<file path="config.mk">
export PLATFORM = sky130hd
export DESIGN_NAME = spindle_sequencer_control
export DESIGN_NICKNAME = d
export VERILOG_FILES = /design/src/core/spindle_seq_pkg.sv /design/src/core/serial_frame_rx.sv /design/src/core/spindle_sequencer_control.sv
export SDC_FILE = /design/constraint.sdc
export NUM_CORES = 1
export LEC_CHECK = 0
export BUFFER_PORTS_ARGS = -buffer_cell sky130_fd_sc_hd__buf_2
export CELL_PAD_IN_SITES_DETAIL_PLACEMENT = 1
export CELL_PAD_IN_SITES_GLOBAL_PLACEMENT = 1
export CORE_MARGIN = 5
export CORE_UTILIZATION = 48
export CTS_CLUSTER_SIZE = 24
export DETAILED_ROUTE_END_ITERATION = 10
export PLACE_DENSITY_LB_ADDON = 0.1
export SLEW_MARGIN = 20
export SYNTH_ARGS = -nofsm -noshare
export SYNTH_HDL_FRONTEND = slang
export SYNTH_SLANG_ARGS = --single-unit
</file>
<file path="constraint.sdc">
create_clock -name clk_sys -period 5.5 [get_ports clk_sys]
set_input_delay 0.825 -clock clk_sys [delete_from_list [all_inputs] [get_ports clk_sys]]
set_output_delay 0.825 -clock clk_sys [all_outputs]
set_load 0.05 [all_outputs]
</file>
<file path="src/core/spindle_seq_pkg.sv">
// constants, register map and types shared by the spindle sequencer control files
package spindle_seq_pkg;

  // register indices on the serial port (four address bits per frame)
  localparam logic [3:0]  SPIN_DRIVE_IDX   = 4'h2;   // spindle_drive_setting
  localparam logic [3:0]  SYS_MODE_IDX     = 4'h3;   // system_mode_control

  // frame layout: address then data, most significant bit first
  localparam int          ADDR_W           = 4;
  localparam int          DATA_W           = 12;
  localparam int          FRAME_BITS       = ADDR_W + DATA_W;
  localparam logic [4:0]  FRAME_BITS_CNT   = 5'h10;

  // values after reset
  localparam logic [11:0] SPIN_DRIVE_RST   = 12'h000;
  localparam logic [11:0] SYS_MODE_RST     = 12'h000;

  // field positions, spindle drive setting
  localparam int          DAC_LSB          = 0;
  localparam int          DAC_W            = 8;
  localparam int          DLY_LSB          = 8;
  localparam int          DLY_W            = 4;

  // field positions, system mode control
  localparam int          SPIN_EN_BIT      = 0;
  localparam int          ACT_EN_BIT       = 1;
  localparam int          SEQ_CLR_BIT      = 2;
  localparam int          STEP_BIT         = 3;
  localparam int          AUTO_BIT         = 4;
  localparam int          POLE_BIT         = 5;
  localparam int          SHAPE_HI_BIT     = 6;
  localparam int          SHAPE_LO_BIT     = 7;
  localparam int          PARK_BIT         = 8;
  localparam int          LOOP_BIT         = 9;
  localparam int          BASIS_BIT        = 10;
  localparam int          TEST_BIT         = 11;

  // delay step is 1.875 of the 60 degrees between crossings, i.e. period/32
  localparam int          DLY_SHIFT        = 5;
  localparam int          COMM_STATES      = 6;
  localparam logic [2:0]  LAST_COMM_STATE  = 3'h5;
  // electrical cycles per revolution, less one, for 8 and 12 pole motors
  localparam logic [2:0]  ELEC_PER_REV_8   = 3'h3;
  localparam logic [2:0]  ELEC_PER_REV_12  = 3'h5;

  // power modes decoded from the two enable bits
  typedef enum logic [1:0] {
    MODE_SLEEP,
    MODE_PARK,
    MODE_IDLE,
    MODE_NORMAL
  } power_mode_t;

endpackage

</file>
<file path="src/core/serial_frame_rx.sv">
// serial register port receiver: synchronises pins, shifts a frame, emits one write
`timescale 1ns/10ps
module serial_frame_rx
  import spindle_seq_pkg::*;
(
  input  wire logic              clk_sys,
  input  wire logic              rst_b,
  input  wire logic              serClk,     // serial bit clock pin
  input  wire logic              serData,    // serial data pin
  input  wire logic              serLoad,    // frame enable pin, high during a frame
  output logic                   wrStb_r,    // one-cycle pulse, complete frame
  output logic [ADDR_W-1:0]      wrAddr_r,   // register index of the frame
  output logic [DATA_W-1:0]      wrData_r    // data of the frame
);

  ////////////////////////////////////////////////////////////////////////
  // two-flop synchronisers; stage one is read only by stage two
  logic [2:0] clkMeta_r;                     // [0] first stage, [1] second, [2] history
  logic [1:0] datMeta_r;
  logic [2:0] ldMeta_r;

  always_ff @(posedge clk_sys)
  begin
    if (!rst_b)
    begin
      clkMeta_r <= 3'h0;
      datMeta_r <= 2'h0;
      ldMeta_r  <= 3'h0;
    end
    else
    begin
      clkMeta_r <= {clkMeta_r[1:0], serClk};
      datMeta_r <= {datMeta_r[0], serData};
      ldMeta_r  <= {ldMeta_r[1:0], serLoad};
    end
  end

  // edges seen on the synchronised copies only
  wire bitEdge  = clkMeta_r[1] & ~clkMeta_r[2] & ldMeta_r[1];
  wire frameEnd = ~ldMeta_r[1] & ldMeta_r[2];

  ////////////////////////////////////////////////////////////////////////
  // shift register and bit count
  logic [FRAME_BITS-1:0] shift_r;
  logic [4:0]            bitCnt_r;           // saturates above a full frame
  wire  [4:0]            bitCntInc = (bitCnt_r > FRAME_BITS_CNT) ? bitCnt_r : bitCnt_r + 5'h01;
  wire                   frameOk   = frameEnd & (bitCnt_r == FRAME_BITS_CNT);

  always_ff @(posedge clk_sys)
  begin
    if (!rst_b)
    begin
      shift_r  <= '0;
      bitCnt_r <= 5'h00;
    end
    else if (frameEnd | ~ldMeta_r[1])
      bitCnt_r <= 5'h00;                     // idle between frames
    else if (bitEdge)
    begin
      shift_r  <= {shift_r[FRAME_BITS-2:0], datMeta_r[1]};
      bitCnt_r <= bitCntInc;
    end
  end

  ////////////////////////////////////////////////////////////////////////
  // commit: a short or long frame is dropped, so partial data never reaches the decode
  always_ff @(posedge clk_sys)
  begin
    if (!rst_b)
    begin
      wrStb_r  <= 1'b0;
      wrAddr_r <= '0;
      wrData_r <= '0;
    end
    else
    begin
      wrStb_r <= frameOk;
      if (frameOk)
      begin
        wrAddr_r <= shift_r[FRAME_BITS-1:DATA_W];
        wrData_r <= shift_r[DATA_W-1:0];
      end
    end
  end

endmodule

</file>
<file path="src/core/spindle_sequencer_control.sv">
// spindle sequencer control: register decode, commutation delay and sequencer
// Overview of operation
// - spindle DAC takes low eight register bits
// - commutate after programmed delay past zero crossing
// - delay code gives 1.875 degree steps
// - enable bits decode sleep, idle, normal
// - spindle off, actuator on forces park
// - clear bit low holds sequencer, loop registers
// - charge pump off while clear bit high
// - step bit rising advances one state
// - auto bit selects run or search mode
// - pole bit selects eight or twelve poles
// - shape bits give tristate, bipolar, tripolar
// - park bit commands actuator retract
// - loop bit picks open or locked speed
// - basis bit picks electrical or mechanical period
// - test bit low clears test counter
// - status shows commutation delay running
// - power-on reset clears registers, port logic
`timescale 1ns/10ps
module spindle_sequencer_control
  import spindle_seq_pkg::*;
#(
  parameter int PERIOD_W = 16,              // crossing period counter width
  parameter int TEST_W   = 8                // test sequence counter width
)
(
  input  wire logic              clk_sys,
  input  wire logic              rst_b,          // power-on reset, active low
  input  wire logic              serClk,
  input  wire logic              serData,
  input  wire logic              serLoad,
  input  wire logic              bemfLevel,      // back-EMF comparator level pin
  output logic [DAC_W-1:0]       spinDacCode_r,  // spindle current limit DAC code
  output logic [DLY_W-1:0]       commutationDelayCode_r,
  output power_mode_t            powerMode_r,
  output logic                   actuatorFunctionOn_r,
  output logic                   actuatorParkCmd_r,  // retract or forced park
  output logic                   spindleTristate_r,
  output logic                   tripolarDrive_r,
  output logic                   chargePumpOff_r,
  output logic                   fllEnable_r,        // internal speed loop selected
  output logic                   cycleBasisSelect_r, // 1 electrical, 0 mechanical
  output logic                   loopClear_r,        // resets spindle and loop registers
  output logic                   testEnable_r,
  output logic [TEST_W-1:0]      testCount_r,
  output logic [2:0]             commState_r,        // sequencer state 0..5
  output logic                   commutatePulse_r,
  output logic                   delayActive_r,      // status: delay running
  output logic                   measureTick_r       // period end for the speed loop
);

  ////////////////////////////////////////////////////////////////////////
  // serial port
  logic              wrStb;
  logic [ADDR_W-1:0] wrAddr;
  logic [DATA_W-1:0] wrData;

  serial_frame_rx u_rx (
    .clk_sys  (clk_sys),
    .rst_b    (rst_b),
    .serClk   (serClk),
    .serData  (serData),
    .serLoad  (serLoad),
    .wrStb_r  (wrStb),
    .wrAddr_r (wrAddr),
    .wrData_r (wrData)
  );

  ////////////////////////////////////////////////////////////////////////
  // write-only registers
  logic [DATA_W-1:0] spinDrive_r;            // spindle_drive_setting
  logic [DATA_W-1:0] sysMode_r;              // system_mode_control
  wire  wrSpin = wrStb & (wrAddr == SPIN_DRIVE_IDX);
  wire  wrMode = wrStb & (wrAddr == SYS_MODE_IDX);

  always_ff @(posedge clk_sys)
  begin
    if (!rst_b)
    begin
      spinDrive_r <= SPIN_DRIVE_RST;
      sysMode_r   <= SYS_MODE_RST;
    end
    else
    begin
      if (wrSpin)
        spinDrive_r <= wrData;
      if (wrMode)
        sysMode_r <= wrData;
    end
  end

  wire stepNow = wrMode & wrData[STEP_BIT] & ~sysMode_r[STEP_BIT];

  ////////////////////////////////////////////////////////////////////////
  // field decode
  wire seqClear = ~sysMode_r[SEQ_CLR_BIT];
  wire autoStep = sysMode_r[AUTO_BIT];
  wire power_mode_t modeNxt = power_mode_t'({sysMode_r[SPIN_EN_BIT], sysMode_r[ACT_EN_BIT]});
  wire [2:0] elecPerRev = sysMode_r[POLE_BIT] ? ELEC_PER_REV_8 : ELEC_PER_REV_12;

  // delay in cycles: crossing period times code (code 0 taken as 1) over 32, at least one cycle
  function automatic logic [PERIOD_W-1:0] delayCycles(input logic [PERIOD_W-1:0] period,
                                                      input logic [DLY_W-1:0] code);
    logic [PERIOD_W+DLY_W-1:0] prod;
    logic [PERIOD_W+DLY_W-1:0] scaled;       // product over 32, still full width
    logic [DLY_W-1:0]          useCode;
    useCode = (code == '0) ? {{(DLY_W-1){1'b0}}, 1'b1} : code;
    prod    = period * useCode;
    // shift before narrowing: the quotient always fits, the raw product need not
    scaled  = prod >> DLY_SHIFT;
    delayCycles = (scaled == '0) ? {{(PERIOD_W-1){1'b0}}, 1'b1} : PERIOD_W'(scaled);
  endfunction

  ////////////////////////////////////////////////////////////////////////
  // decoded outputs, all from flops
  always_ff @(posedge clk_sys)
  begin
    if (!rst_b)
    begin
      spinDacCode_r          <= '0;
      commutationDelayCode_r <= '0;
      powerMode_r            <= MODE_SLEEP;
      actuatorFunctionOn_r   <= 1'b0;
      actuatorParkCmd_r      <= 1'b0;
      spindleTristate_r      <= 1'b1;
      tripolarDrive_r        <= 1'b0;
      chargePumpOff_r        <= 1'b0;
      fllEnable_r            <= 1'b0;
      cycleBasisSelect_r     <= 1'b0;
      loopClear_r            <= 1'b1;
      testEnable_r           <= 1'b0;
    end
    else
    begin
      spinDacCode_r          <= spinDrive_r[DAC_LSB +: DAC_W];
      commutationDelayCode_r <= spinDrive_r[DLY_LSB +: DLY_W];
      powerMode_r            <= modeNxt;
      actuatorFunctionOn_r   <= (modeNxt == MODE_NORMAL);
      actuatorParkCmd_r      <= sysMode_r[PARK_BIT] | (modeNxt == MODE_PARK);
      // drive shape decode, undefined 01 treated as tristate
      spindleTristate_r      <= ~sysMode_r[SHAPE_HI_BIT];
      tripolarDrive_r        <= sysMode_r[SHAPE_HI_BIT] & sysMode_r[SHAPE_LO_BIT];
      chargePumpOff_r        <= sysMode_r[SEQ_CLR_BIT];
      fllEnable_r            <= sysMode_r[LOOP_BIT];
      cycleBasisSelect_r     <= sysMode_r[BASIS_BIT];
      loopClear_r            <= seqClear;
      testEnable_r           <= sysMode_r[TEST_BIT];
    end
  end

  ////////////////////////////////////////////////////////////////////////
  // test sequence counter
  // test counter clear
  always_ff @(posedge clk_sys)
  begin
    if (!rst_b || !sysMode_r[TEST_BIT])
      testCount_r <= '0;
    else
      testCount_r <= testCount_r + {{(TEST_W-1){1'b0}}, 1'b1};
  end

  ////////////////////////////////////////////////////////////////////////
  // back-EMF crossing detect, two flops before any logic
  logic [2:0] bemfSync_r;
  always_ff @(posedge clk_sys)
  begin
    if (!rst_b)
      bemfSync_r <= 3'h0;
    else
      bemfSync_r <= {bemfSync_r[1:0], bemfLevel};
  end
  // a toggle either way is one zero crossing
  wire crossing = bemfSync_r[1] ^ bemfSync_r[2];

  ////////////////////////////////////////////////////////////////////////
  // crossing period measurement and commutation delay
  logic [PERIOD_W-1:0] periodCnt_r;          // cycles since last crossing
  logic [PERIOD_W-1:0] lastPeriod_r;         // latest full crossing period
  logic [PERIOD_W-1:0] delayCnt_r;
  wire  periodMax  = &periodCnt_r;
  wire  delayDone  = delayActive_r & (delayCnt_r == {{(PERIOD_W-1){1'b0}}, 1'b1});

  always_ff @(posedge clk_sys)
  begin
    if (!rst_b || seqClear)
    begin
      periodCnt_r   <= '0;
      lastPeriod_r  <= '0;
      delayCnt_r    <= '0;
      delayActive_r <= 1'b0;
    end
    else
    begin
      periodCnt_r <= crossing ? '0 : (periodMax ? periodCnt_r : periodCnt_r + 1'b1);
      // the count reads one less than the interval at the crossing cycle,
      // so add it back; otherwise a delay can come out one cycle short
      if (crossing)
        lastPeriod_r <= periodMax ? periodCnt_r : periodCnt_r + 1'b1;
      if (crossing && autoStep)
      begin
        delayCnt_r    <= delayCycles(lastPeriod_r, spinDrive_r[DLY_LSB +: DLY_W]);
        delayActive_r <= 1'b1;
      end
      else if (delayDone)
        delayActive_r <= 1'b0;
      else if (delayActive_r)
        delayCnt_r <= delayCnt_r - 1'b1;
    end
  end

  ////////////////////////////////////////////////////////////////////////
  // commutation sequencer and period ticks
  // run or search advance
  wire advance = autoStep ? delayDone : stepNow;
  wire wrapEl  = advance & (commState_r == LAST_COMM_STATE);
  logic [2:0] elecCnt_r;                     // electrical cycles in this revolution

  always_ff @(posedge clk_sys)
  begin
    if (!rst_b || seqClear)
    begin
      commState_r      <= 3'h0;
      elecCnt_r        <= 3'h0;
      commutatePulse_r <= 1'b0;
      measureTick_r    <= 1'b0;
    end
    else
    begin
      commutatePulse_r <= advance;
      if (advance)
        commState_r <= wrapEl ? 3'h0 : commState_r + 3'h1;
      if (wrapEl)
        elecCnt_r <= (elecCnt_r >= elecPerRev) ? 3'h0 : elecCnt_r + 3'h1;
      measureTick_r <= wrapEl & (sysMode_r[BASIS_BIT] | (elecCnt_r >= elecPerRev));
    end
  end

  ////////////////////////////////////////////////////////////////////////
  // checks
  // dac follows register
  dac_follow_a: assert property (@(posedge clk_sys) disable iff (!rst_b)
    !wrSpin ##1 !wrSpin |=> spinDacCode_r == $past(spinDrive_r[7:0]))
    else $error("dac code does not follow register");
  delay_commute_a: assert property (@(posedge clk_sys) disable iff (!rst_b)
    autoStep && !seqClear && delayDone && !$past(seqClear) |=> commutatePulse_r)
    else $error("delay expiry did not commutate");
  delay_status_a: assert property (@(posedge clk_sys) disable iff (!rst_b)
    crossing && autoStep && !seqClear |=> delayActive_r)
    else $error("delay status not raised");
  search_nodelay_a: assert property (@(posedge clk_sys) disable iff (!rst_b)
    crossing && !autoStep && !delayActive_r |=> !delayActive_r)
    else $error("delay started in search mode");
  park_force_a: assert property (@(posedge clk_sys) disable iff (!rst_b)
    !sysMode_r[0] && sysMode_r[1] |=> actuatorParkCmd_r && powerMode_r == MODE_PARK)
    else $error("park not forced");
  seq_hold_a: assert property (@(posedge clk_sys) disable iff (!rst_b)
    seqClear |=> commState_r == 3'h0 && !delayActive_r && loopClear_r)
    else $error("sequencer not held in clear");
  pump_off_a: assert property (@(posedge clk_sys) disable iff (!rst_b)
    sysMode_r[SEQ_CLR_BIT] |=> chargePumpOff_r)
    else $error("charge pump not off");
  step_adv_a: assert property (@(posedge clk_sys) disable iff (!rst_b)
    stepNow && !autoStep && !seqClear |=> commState_r != $past(commState_r) ##1 !seqClear)
    else $error("step did not advance");
  shape_dec_a: assert property (@(posedge clk_sys) disable iff (!rst_b)
    sysMode_r[7:6] == 2'b11 |=> tripolarDrive_r && !spindleTristate_r)
    else $error("tripolar not decoded");
  test_clr_a: assert property (@(posedge clk_sys) disable iff (!rst_b)
    !sysMode_r[TEST_BIT] |=> testCount_r == '0 && !testEnable_r)
    else $error("test counter not cleared");
  frame_only_a: assert property (@(posedge clk_sys) disable iff (!rst_b)
    !wrStb |=> $stable(sysMode_r) && $stable(spinDrive_r))
    else $error("register changed without frame");

endmodule

</file>
==> results.cfg <==
[outcome]
status = complete, no violations

[sta]
tightest_slew_ns = 0.9263
rsz0062_at_grt = no
post-route-min-period_ns = 4.485
fmaxAchievable_ghz = 0.2229
hold_slack_ns = 0.4067
slew_headroom = 0.3812
setup_violations = 0
final_max_slew_viol_count = 0
fin_setup_tns_ns = 0
post-route-period-util = 0.8155
finClkSkew_ns = 0.01054
finalHoldViolations = 0

[worst_hold_path]
hold_class = reg -> reg
hold_path_depth = 1
holdPathEnd = spindleTristate_r
min_from = sysMode_r[6]

[yosys]
synth_nets = 934
avgSynthCellArea_um2 = 9.184
synthAdderAreaFrac = 0.1196
synthArstFlopShare = 0
synth.top_cell.area_share = 0.4043
syn_inst = 868
yosysTopAreaCell = dfxtp_1
synth_seq_cells = 161
synth_area_mm2 = 0.007971
synthSimpleGateAreaFrac = 0.2309
synth_compound_area_frac = 0.09653
synth_area_leaders = dfxtp_1 40%, fa_1 6.8%, and2_1 6.3%
synth_edf_count = 0
yosysUniqueCellTypes = 59
synth_top_family_by_area = simple AND/OR/NAND/NOR gates
yosysWarnings = 0
yosysSeqAreaShare = 0.4043
ys.flop_type = dfxtp_1
muxShareOfSynthArea = 0.05525
synth_most_common_cell = dfxtp_1
synth_commonest_cells = 161 x dfxtp_1, 93 x nand2_1, 80 x and2_1
synth_xor_xnor_area_share = 0.05384

[power_and_ir_drop]
switching_share = 0.2194
p_leak_nw = 3.795
p_seq_frac = 0.502
peakVddDrop_mv = 0.3259
power.share.clock = 0.489
p_sw_w = 0.0005112
power_frac_comb = 0.008
total_power_w = 0.002329
p_int_w = 0.001818
power.density_mw_per_mm2 = 260.1

[cts]
clock-sinks = 161
cts.clk_slew.worst_paths_ns = 0.07
cts_root_buf = clkbuf_16
post-cts-setup-buffers = 0
cts_buffers = 17
cts_htree_levels = 4
clock_latency_ns = 0.42
cts_resized = 0
cts_tree = yes
cts-hold-fix-buffers = 0
cts.path.max_buffers = 2

[placement]
io_buffers = 42
hpwl_mm = 13.06
gp_congestion = 0.8349

[grt]
grt_pass1_wl_mm = 30.55
grt_max_degree = 91
grt_use_total = 0.1886
antenna_found_initial = 0
grt_remaining_overflow = 0
grt_pass1_vias = 6187

[floorplanning]
core-area_mm2 = 0.01647
core.rowCount = 47
die_y_um = 138.9
die_area_mm2 = 0.01928
die_w_um = 138.9
io_pins = 43
start_util = 0.4841

[setup_path]
start_kind = flip-flop
ff2ff_path_depth = 14
reg2reg_from = spinDrive_r[11]
end_kind = flip-flop
cp_slowest_cell = fa_1
worstPathMaxFanout = 19
crit_type = reg -> reg
cp_cell_sequence = and2_1 > fa_1 > inv_1 > fa_1 > inv_1 > ha_1 > and4_1 > a2111o_1 > a211oi_1 > o31ai_1 > a21oi_1 > nor2_1 > o21a_1 > o41ai_1
worstPathArrival_ns = 4.80
worst_r2r_endpoint = delayCnt_r[13]
max_stage_delay_ns = 0.54
r2r_slack_ns = 1.01
critPathRequiredTime_ns = 5.82

[routing]
dr.pass1.iters = 4
via_per_inst = 5.172
wire_per_inst_um = 15.75
drc_errors = 0
routed_wl_mm = 17.89
vias = 5875
drt_iter0_markers = 177
postRouteAntennaNets = 0

[job]
maxCapViolCount = 0

[cells_and_area]
nNetsFinal = 969
final_util = 0.5439
multi_input_area_mm2 = 0.004441
ff_latch_area_mm2 = 0.003223
area_growth_syn_to_layout_pct = 12.35
drive_gt1_frac = 0.1048
diodes = 0
fillers = 1943
power groups by stage:
stage	combinational [W]	sequential (W)	clock (W)
2_1_floorplan	0.0000150	0.00120	0
3_3_place_gp	0.0000194	0.00120	0
4_1_cts	0.0000198	0.00117	0.00116
5_1_grt	0.0000215	0.00117	0.00121
6_report	0.0000196	0.00117	0.00114
3_5_place_dp	0.0000199	0.00120	0
state kept, by name, indices dropped and copies added, names as in the netlist, 2 cells and up:
name and cells:
u_rx.shift_r 16, sysMode_r 12, u_rx.wrData_r 12, u_rx.bitCnt_r 5, commutationDelayCode_r 4, elecCnt_r 3, u_rx.ldMeta_r 3, lastPeriod_r 16
commState_r 3, powerMode_r 2, spinDrive_r 12, delayCnt_r 16, periodCnt_r 16, u_rx.wrAddr_r 4, bemfSync_r 3, testCount_r 8
spinDacCode_r 8, u_rx.clkMeta_r 3, u_rx.datMeta_r 2
logic make-up after synthesis:
| group | after synthesis |
|---|---|
| DFF | 161 |
| buffers and inverters | 84 |
| adders and majority gates | 60 |
| AOI/OAI and AO/OA | 117 |
| xor gates and xnor gates | 49 |
| muxes | 44 |
| and+or+nand+nor | 353 |
final cells by class:
type	count	share of cell area
Tap cell	220	0.03073
Clock buffer	18	0.04904
Inverter	53	0.02221
Sequential cell	161	0.3599
Multi-Input combinational cell	623	0.4958
Timing Repair Buffer	47	0.02766
Clock inverter	14	0.01467
worst max-delay path by stage:
| stage | from | to |
|---|---|---|
| 2_1_floorplan | spinDrive_r[11] | delayCnt_r[0] |
| 3_3_place_gp | spinDrive_r[11] | delayCnt_r[0] |
| 3_5_place_dp | spinDrive_r[11] | delayCnt_r[13] |
| 4_1_cts | spinDrive_r[11] | delayCnt_r[13] |
| 5_1_grt | spinDrive_r[11] | delayCnt_r[13] |
| 6_report | spinDrive_r[11] | delayCnt_r[13] |
cell usage in the layout (no fill, tap or decap), types with 4 or more instances in the layout:
master,count
dfxtp_1,161
nand2_1,93
and2_1,80
nor2_1,59
inv_1,53
mux2i_1,44
nor2b_1,42
buf_2,42
ha_1,33
o21ai_0,28
xor2_1,27
fa_1,27
a21oi_1,25
xnor2_1,22
nand3_1,21
clkbuf_16,17
a21boi_0,16
a211oi_1,10
nor3_1,9
and3_1,9
a21o_1,9
nand4_1,6
clkinvlp_4,6
nor4_1,5
buf_4,5
o21ai_1,4
metal layers:
layer	vias to the layer above	GRT usage	wire (um)
met3	13	0.03517	475
met2	56	0.3286	8797
li1	2954	-	-
met4	0	0.04737	186
met1	2852	0.2420	8432
met5	-	0	0
per-stage QoR:
| step | instance area, um2 | setup slack [ns] | instances |
|---|---|---|---|
| finish | 8956 | 1.015 | 1136 |
| CTS | 8954 | 0.9935 | 1136 |
| floorplan | 7971 | 1.507 | 868 |
| global route | 8956 | 0.7715 | 1136 |
| global placement | 8383 | 1.247 | 1104 |
| detailed placement | 8383 | 1.024 | 1104 |
worst max-delay path, delay by kind of cell, from the launching register on:
family | cells | cell delay [ns]
AOI/OAI and AO/OA | 6 | 1.76
DFF | 1 | 0.48
buffers and inverters | 2 | 0.10
and+or+nand+nor | 3 | 0.62
adders and majority gates | 3 | 1.43
Note: power is estimated with default switching activity, not from simulation.
